## config.mk

```make
export PLATFORM = sky130hd
export DESIGN_NAME = psm_ctrl
export DESIGN_NICKNAME = d
export VERILOG_FILES = /design/src/psm_pkg.sv /design/src/psm_ctrl.sv
export SDC_FILE = /design/constraint.sdc
export NUM_CORES = 1
export LEC_CHECK = 0
export BUFFER_PORTS_ARGS = -buffer_cell sky130_fd_sc_hd__buf_4
export CORE_ASPECT_RATIO = 0.5
export CORE_UTILIZATION = 56
export DETAILED_ROUTE_END_ITERATION = 10
export PLACE_DENSITY_LB_ADDON = 0.2
export SYNTH_ARGS = -nofsm -noshare
export SYNTH_HDL_FRONTEND = slang
export SYNTH_SLANG_ARGS = --single-unit
```

## constraint.sdc

```tcl
create_clock -name clock -period 3.2 [get_ports clock]
set_clock_uncertainty 0.2 [all_clocks]
set_input_delay 0 -clock clock [delete_from_list [all_inputs] [get_ports clock]]
set_output_delay 0 -clock clock [all_outputs]
set_load 0.01 [all_outputs]
```

## src/psm_pkg.sv

```systemverilog
// Package of constants and types for the power saving mode controller
`default_nettype none
package psm_pkg;
  // Register addresses
  localparam logic [7:0] PSM_ADDR_MAIN_CLK  = 8'h2d;
  localparam logic [7:0] PSM_ADDR_AWU_CSR   = 8'h2b;
  localparam logic [7:0] PSM_ADDR_AWU_PRESC = 8'h2c;
  // Main clock control fields
  localparam int PSM_SLOW_SEL_BIT  = 0;
  localparam int PSM_SLOW_DIV_LSB  = 1;
  localparam int PSM_OSC_IRQ_BIT   = 3;
  // Auto-wake control fields
  localparam int PSM_AWU_EN_BIT    = 0;
  localparam int PSM_AWU_MEAS_BIT  = 1;
  localparam int PSM_AWU_FLAG_BIT  = 2;
  // Reset values
  localparam logic [3:0] PSM_MAIN_CLK_RST  = 4'h0;
  localparam logic [1:0] PSM_AWU_CSR_RST   = 2'h0;
  localparam logic [7:0] PSM_AWU_PRESC_RST = 8'hff;
  // Decoded opcode and forced mask levels
  localparam logic [7:0] PSM_HALT_OPCODE   = 8'h8e;
  localparam logic [1:0] PSM_MASK_ENABLE   = 2'h2;
  localparam logic [1:0] PSM_MASK_CLEARED  = 2'h0;
  // Start-up delays in master clock cycles and auto-wake fixed divider
  localparam int PSM_STARTUP_SHORT = 256;
  localparam int PSM_STARTUP_LONG  = 4096;
  localparam logic [12:0] PSM_SHORT_CNT = 13'(PSM_STARTUP_SHORT - 1);
  localparam logic [12:0] PSM_LONG_CNT  = 13'(PSM_STARTUP_LONG - 1);
  localparam logic [13:0] PSM_AWU_FIXED_DIV = 14'h0040;

  typedef enum logic [2:0] {
    PSM_RUN,
    PSM_WAIT,
    PSM_HALT,
    PSM_ACTIVE_HALT,
    PSM_AWU_HALT,
    PSM_STARTUP
  } psm_state_type;

  // Clock gating group
  typedef struct packed {
    logic cpu;
    logic periph;
    logic rtc;
    logic osc;
  } psm_clk_gate_type;

  // Interrupt mask forcing group
  typedef struct packed {
    logic       load;
    logic [1:0] level;
  } psm_mask_force_type;
endpackage
`default_nettype wire

```

## src/psm_ctrl.sv

```systemverilog
// Power saving mode controller: slow, wait, halt, active-halt and auto-wake halt
`default_nettype none
module psm_ctrl
  import psm_pkg::*;
(
  input  wire logic         clock,
  input  wire logic         rstn,
  input  wire logic [7:0]   reg_addr,
  input  wire logic [7:0]   reg_wdata,
  input  wire logic         reg_write,
  input  wire logic         reg_read,
  output logic [7:0]        reg_rdata,
  input  wire logic         instr_valid,
  input  wire logic [7:0]   instr_opcode,
  input  wire logic         sleep_until_irq_instr,
  input  wire logic         irq_pending,
  input  wire logic         wake_irq,
  input  wire logic         rtc_irq,
  input  wire logic         watchdog_enabled,
  input  wire logic         watchdog_halt_option,
  input  wire logic         startup_long_option,
  input  wire logic         rc_osc_clk,
  output psm_clk_gate_type  clk_gate,
  output psm_mask_force_type mask_force,
  output logic              cpu_resume,
  output logic              watchdog_reset_req,
  output logic              rc_osc_enable,
  output logic              auto_wake_irq,
  output logic              timer_capture_input_one
);

  // Register state
  psm_state_type state_reg;
  psm_state_type state_next;
  logic [3:0]    main_clk_reg;
  logic [1:0]    awu_csr_reg;
  logic          auto_wake_flag_reg;
  logic [7:0]    awu_presc_reg;
  logic [7:0]    rdata_reg;
  logic [3:0]    slow_cnt_reg;
  logic [12:0]   start_cnt_reg;
  logic [12:0]   start_cnt_next;
  logic [13:0]   awu_cnt_reg;
  logic          rc_meta_reg;
  logic          rc_sync_reg;
  logic          rc_prev_reg;
  logic          capture_reg;
  logic          resume_reg;
  logic          wdg_req_reg;
  psm_mask_force_type mask_reg;
  psm_mask_force_type mask_next;

  // Field decode
  wire       slow_select_bit     = main_clk_reg[PSM_SLOW_SEL_BIT];
  wire [1:0] slow_divider_select = main_clk_reg[PSM_SLOW_DIV_LSB +: 2];
  wire       osc_irq_enable      = main_clk_reg[PSM_OSC_IRQ_BIT];
  wire       auto_wake_enable    = awu_csr_reg[PSM_AWU_EN_BIT];
  wire       auto_wake_measure   = awu_csr_reg[PSM_AWU_MEAS_BIT];

  // Bus decode
  wire wr_main  = reg_write && (reg_addr == PSM_ADDR_MAIN_CLK);
  wire wr_csr   = reg_write && (reg_addr == PSM_ADDR_AWU_CSR);
  wire wr_presc = reg_write && (reg_addr == PSM_ADDR_AWU_PRESC);
  wire rd_csr   = reg_read && (reg_addr == PSM_ADDR_AWU_CSR);

  // Instruction decode
  wire halt_exec = instr_valid && (instr_opcode == PSM_HALT_OPCODE);
  wire wait_exec = sleep_until_irq_instr;

  // Slow divider: tick once every 2 << select cycles
  wire [3:0] slow_mask = 4'((5'h2 << slow_divider_select) - 5'h1);
  wire       slow_tick = !slow_select_bit || ((slow_cnt_reg & slow_mask) == slow_mask);

  // RC edge and auto-wake terminal count of 64 times the prescaler
  wire        rc_rise    = rc_sync_reg && !rc_prev_reg;
  wire [13:0] awu_target = 14'(PSM_AWU_FIXED_DIV * {6'h0, awu_presc_reg});
  wire        awu_zero   = (awu_presc_reg == 8'h00);
  wire        awu_done   = (state_reg == PSM_AWU_HALT) &&
                           (awu_zero || (rc_rise && (awu_cnt_reg == awu_target - 14'h1)));
  wire [12:0] start_load = startup_long_option ? PSM_LONG_CNT : PSM_SHORT_CNT;
  wire        wdg_on_halt = watchdog_enabled && !watchdog_halt_option;

  // Mode sequencing
  always_comb
  begin
    state_next     = state_reg;
    start_cnt_next = start_cnt_reg;
    mask_next      = '0;
    case (state_reg)
      PSM_RUN:
      begin
        if (wait_exec)
        begin
          state_next = PSM_WAIT;
          mask_next  = '{load: 1'b1, level: PSM_MASK_ENABLE};
        end
        else if (halt_exec && osc_irq_enable)
        begin
          state_next = PSM_ACTIVE_HALT;
          mask_next  = '{load: 1'b1, level: PSM_MASK_CLEARED};
        end
        else if (halt_exec && !wdg_on_halt)
        begin
          state_next = auto_wake_enable ? PSM_AWU_HALT : PSM_HALT;
          mask_next  = '{load: 1'b1, level: PSM_MASK_ENABLE};
        end
      end
      PSM_WAIT:
        if (irq_pending)
          state_next = PSM_RUN;
      PSM_ACTIVE_HALT:
        if (rtc_irq || wake_irq)
          state_next = PSM_RUN;
      PSM_HALT:
        if (wake_irq)
        begin
          state_next     = PSM_STARTUP;
          start_cnt_next = start_load;
        end
      PSM_AWU_HALT:
        if (wake_irq || awu_done)
        begin
          state_next     = PSM_STARTUP;
          start_cnt_next = start_load;
        end
      PSM_STARTUP:
        if (start_cnt_reg == 13'h0)
          state_next = PSM_RUN;
        else
          start_cnt_next = start_cnt_reg - 13'h1;
      default:
        state_next = PSM_RUN;
    endcase
  end

  // State, start-up counter and mask force; reset exit also runs the start-up delay
  always_ff @(posedge clock or negedge rstn)
  begin
    if (!rstn)
    begin
      state_reg     <= PSM_STARTUP;
      start_cnt_reg <= PSM_LONG_CNT;
      mask_reg      <= '0;
      resume_reg    <= 1'b0;
      wdg_req_reg   <= 1'b0;
    end
    else
    begin
      state_reg     <= state_next;
      start_cnt_reg <= start_cnt_next;
      mask_reg      <= mask_next;
      resume_reg    <= (state_reg != PSM_RUN) && (state_next == PSM_RUN);
      wdg_req_reg   <= (state_reg == PSM_RUN) && halt_exec && !osc_irq_enable
                       && wdg_on_halt;
    end
  end

  // Slow divider counter, free running so the division is exact
  always_ff @(posedge clock or negedge rstn)
  begin
    if (!rstn)
      slow_cnt_reg <= 4'h0;
    else
      slow_cnt_reg <= slow_cnt_reg + 4'h1;
  end

  // RC oscillator synchroniser; it is an unrelated clock
  always_ff @(posedge clock or negedge rstn)
  begin
    if (!rstn)
    begin
      rc_meta_reg <= 1'b0;
      rc_sync_reg <= 1'b0;
      rc_prev_reg <= 1'b0;
    end
    else
    begin
      rc_meta_reg <= rc_osc_clk;
      rc_sync_reg <= rc_meta_reg;
      rc_prev_reg <= rc_sync_reg;
    end
  end

  // Auto-wake period counter, cleared outside auto-wake halt
  always_ff @(posedge clock or negedge rstn)
  begin
    if (!rstn)
      awu_cnt_reg <= 14'h0;
    else if (state_reg != PSM_AWU_HALT)
      awu_cnt_reg <= 14'h0;
    else if (rc_rise)
      awu_cnt_reg <= awu_cnt_reg + 14'h1;
  end

  // Software registers; mode changes never touch slow settings
  always_ff @(posedge clock or negedge rstn)
  begin
    if (!rstn)
    begin
      main_clk_reg  <= PSM_MAIN_CLK_RST;
      awu_csr_reg   <= PSM_AWU_CSR_RST;
      awu_presc_reg <= PSM_AWU_PRESC_RST;
    end
    else
    begin
      if (wr_main)
        main_clk_reg <= reg_wdata[3:0];
      if (wr_csr)
        awu_csr_reg <= reg_wdata[1:0];
      if (wr_presc)
        awu_presc_reg <= reg_wdata;
    end
  end

  // Flag: hardware set wins over the read clear in the same cycle
  always_ff @(posedge clock or negedge rstn)
  begin
    if (!rstn)
      auto_wake_flag_reg <= 1'b0;
    else if (awu_done)
      auto_wake_flag_reg <= 1'b1;
    else if (rd_csr)
      auto_wake_flag_reg <= 1'b0;
  end

  // Read data, valid only in the cycle after the strobe
  always_ff @(posedge clock or negedge rstn)
  begin
    if (!rstn)
      rdata_reg <= 8'h00;
    else if (!reg_read)
      rdata_reg <= 8'h00;
    else if (reg_addr == PSM_ADDR_MAIN_CLK)
      rdata_reg <= {4'h0, main_clk_reg};
    else if (reg_addr == PSM_ADDR_AWU_CSR)
      rdata_reg <= {5'h0, auto_wake_flag_reg, awu_csr_reg};
    else if (reg_addr == PSM_ADDR_AWU_PRESC)
      rdata_reg <= awu_presc_reg;
    else
      rdata_reg <= 8'h00;
  end

  // Measurement path only in run mode; registered for a clean timer input
  always_ff @(posedge clock or negedge rstn)
  begin
    if (!rstn)
      capture_reg <= 1'b0;
    else
      capture_reg <= auto_wake_measure && (state_reg == PSM_RUN) && rc_sync_reg;
  end

  // Clock gating; halt and auto-wake halt stop the oscillator and rtc, active-halt keeps both
  assign clk_gate.cpu    = (state_reg == PSM_RUN) && slow_tick;
  assign clk_gate.periph = ((state_reg == PSM_RUN) || (state_reg == PSM_WAIT))
                           && slow_tick;
  assign clk_gate.rtc    = (state_reg != PSM_HALT) && (state_reg != PSM_AWU_HALT);
  assign clk_gate.osc    = (state_reg != PSM_HALT) && (state_reg != PSM_AWU_HALT);

  // Outputs
  assign mask_force              = mask_reg;
  assign cpu_resume              = resume_reg;
  assign watchdog_reset_req      = wdg_req_reg;
  assign rc_osc_enable           = (state_reg == PSM_AWU_HALT) ||
                                   (auto_wake_measure && (state_reg == PSM_RUN));
  assign auto_wake_irq           = auto_wake_flag_reg;
  assign timer_capture_input_one = capture_reg;
  assign reg_rdata               = rdata_reg;
endmodule
`default_nettype wire

```

==> run_results.csv <==
group,metric,value,unit
status,status,"finished, final reports clean",
sta,hold_viol,0,
logic_synthesis,synth-edff-count,0,
drt,drt_first_pass_iters,5,
setup_path,critPathKind,"input port to register",
setup_path,path_common_cell,"dlygate4sd3_1",
layout,largest_reg_flops,14,
setup_path,worstPathArrival,3.07,ns
drt,ant_nets,0,
logic_synthesis,avgSynthCellArea,9.80,sq um
setup_path,crit_start,"reg_addr[4]",
sta,finalCritPeriodShare,93.6,%
power,cellPowerDensity,553,mW/mm^2
sta,setup_viol,0,
sta,slew_viol_final,0,
layout,fill_cells,352,
sta,tns,0,ns
floorplan,ioPinCount,57,
placement,place_congestion,0.856,
layout,layout.nets,484,
floorplan,initial_core_util,60.6,%
layout,final_common_cell,"buf_4",
sta,worst_pin_slew,0.810,ns
placement,numPortBuffers,55,
floorplan,fp-row-count,19,
hold_path,min_delay_path_depth,6,
global_routing,grt_pass1_wl,14.7,mm
global_routing,grt_max_degree,66,
placement,place_ws,0.410,ns
clock_network,post_cts_buffers,0,
placement,hpwlAfterDp,5.43,mm
setup_path,path_cells,"dlygate4sd3_1 > buf_4 > nor2b_1 > nand3_1 > dlygate4sd3_1 > nor3b_1 > o21ai_0 > a21oi_1 > dlygate4sd3_1",
setup_path,r2r-end,"state_reg[2]$_DFF_PN1_",
logic_synthesis,ys_ff_latch,65,
logic_synthesis,async_flop_share,100,%
clock_network,clk_pin_slew,0.06,ns
hold_path,hp-start,"instr_opcode[7]",
clock_network,numCtsBuffers,9,
logic_synthesis,synthFlopType,"dfrtp_1",
floorplan,die_area,0.00653,sq mm
drt,avgViaCountPerCell,5.73,
layout,fin_area,0.00461,sq mm
clock_network,cts_tree,"yes",
hold_path,holdCritPathClass,"input port to register",
power,ir_drop,0.519,mV
clock_network,cts_max_path_buffers,2,
logic_synthesis,ys_warn_count,0,
clock_network,cts.sinks,65,
setup_path,start_kind,"input port",
global_routing,antenna_found_initial,0,
sta,min_period,3.00,ns
drt,drc,0,
logic_synthesis,ys_seq_area_share,47.7,%
drt,first_iter_violations,220,
sta,relSlewSlack,46.0,%
clock_network,clock_latency,0.34,ns
placement,dp.cells,480,
setup_path,cpPeakStageDelay,0.58,ns
layout,final_util,80.5,%
setup_path,slowest_stage,"dlygate4sd3_1",
floorplan,fp.dieW,113,um
sta,fmax,334,MHz
placement,placed_area,0.00393,sq mm
layout,syn_to_final_growth,32.9,%
setup_path,r2r_cells,8,
job,maxCapViolations,0,
hold_path,whs_endpoint,"mask_force[1]$_DFF_PN0_",
floorplan,core,0.00573,sq mm
setup_path,cp.required,3.27,ns
logic_synthesis,synth_area,0.00347,sq mm
clock_network,clockRootBuffer,"clkbuf_16",
logic_synthesis,synth_cell_types,56,
layout,drive_gt1_share,27.5,%
drt,wl_per_cell,16.7,um
global_routing,gr-total-overflow,0,
layout,final_cell_mix,"buf_4, nor2_1, dfrtp_1",
global_routing,track_usage,30.2,%
sta,setup_slack,0.204,ns
setup_path,crit_path_end_kind,"register",
clock_network,h-tree-depth,3,
floorplan,die_h,57.7,um
sta,rsz0062_at_grt,"false",
setup_path,ff2ff_setup_slack,0.30,ns
setup_path,path_max_fanout,5,
setup_path,reg2reg_from,"start_cnt_reg[0]$_DFFE_PN1P_",
power,p_leak,2.04,nW
logic_synthesis,syn_nets,395,
drt,vias,3047,
global_routing,grt_pass1_vias,3029,
layout,fin_cells,532,
logic_synthesis,synthCells,354,
drt,totalWireLength,8.90,mm
layout,antenna_cells,0,
## area by class of cell
| class | instances | area [sq um] | share of cell area, % |
|---|---|---|---|
| clock inverter | 2 | 35.0 | 0.760 |
| sequential | 65 | 1650 | 35.9 |
| timing repair buffer | 92 | 781 | 16.9 |
| inverter | 12 | 45.0 | 0.977 |
| tap | 84 | 105 | 2.28 |
| clock buffer | 14 | 284 | 6.16 |
| multi-input combinational | 263 | 1710 | 37.0 |
## worst max path at each step
stage | endpoint | slack (ns)
5_1_grt | start_cnt_reg[0]$_DFFE_PN1P_ | 0.12
4_1_cts | awu_csr_reg[1]$_DFFE_PN0P_ | 0.25
2_1_floorplan | start_cnt_reg[5]$_DFFE_PN1P_ | 0.49
3_3_place_gp | start_cnt_reg[8]$_DFFE_PN1P_ | 0.54
6_report | reg_rdata[2]$_DFF_PN0_ | 0.20
3_5_place_dp | start_cnt_reg[6]$_DFFE_PN1P_ | 0.41
## cells by family after synthesis
logic type               count (synthesis)  share of synthesized area, %
AND/OR/NAND/NOR                        150                          22.4
buffers and inverters                   26                          3.28
multiplexers                            17                          5.41
other                                    1                         0.108
XOR/XNOR                                22                          5.55
adder cells (fa/ha/maj)                  4                          1.44
flip-flops                              65                          47.7
AO/OA/AOI/OAI                           69                          14.1
## what timing repair did
| item | 4_1_cts | 5_1_grt |
|---|---|---|
| hold buffers | 36 | 0 |
| endpoints found under the hold margin | 78 | 0 |
| endpoints found under the setup margin | 0 | 2 |
| gates resized for setup | 0 | 1 |
## critical path, delay by kind of cell
kind,cells,cell delay [ns]
compound gates,2,0.39
buf+inv,4,1.84
simple gates,3,0.82
## metal layers
layer,GRT usage [%],wire length [um],vias up
li1,-,-,1421
met5,0,0,-
met1,36.2,3800,1497
met3,7.32,397,24
met2,52.6,4430,105
met4,14.5,267,0
## cell usage after synthesis (all sizes together), types with 4 or more instances
library cell / instances / area [sq um]
ha: 4 / 50.1
clkbuf: 10 / 38.8
dfstp: 22 / 578
nand4: 8 / 50.1
nor3: 11 / 55.1
o21ai: 22 / 114
nand2: 33 / 124
nor2b: 6 / 37.5
and2: 5 / 31.3
buf: 4 / 30.0
or3: 9 / 56.3
o21bai: 4 / 30.0
xor2: 12 / 105
a21oi: 14 / 73.8
nor2: 44 / 165
o31ai: 4 / 53.8
nor4: 7 / 73.8
dfrtp: 43 / 1080
xnor2: 10 / 87.6
o211ai: 4 / 30.0
mux2: 14 / 158
nand3: 7 / 35.0
inv: 12 / 45.0
## where the power goes
part | internal, mW | switching [mW] | total, mW
Combinational | 0.244 | 0.271 | 0.515
Clock | 0.686 | 0.344 | 1.03
Sequential | 0.923 | 0.0804 | 1.00
## metrics by stage
step | total power [mW] | hold slack (ns)
floorplan | 1.31 | -0.496
global placement | 1.47 | -0.0890
detailed placement | 1.48 | -0.0835
CTS | 2.55 | 0.0164
global route | 2.66 | 0.100
finish | 2.55 | 0.0635
Note: power is estimated with default switching activity, not from simulation.
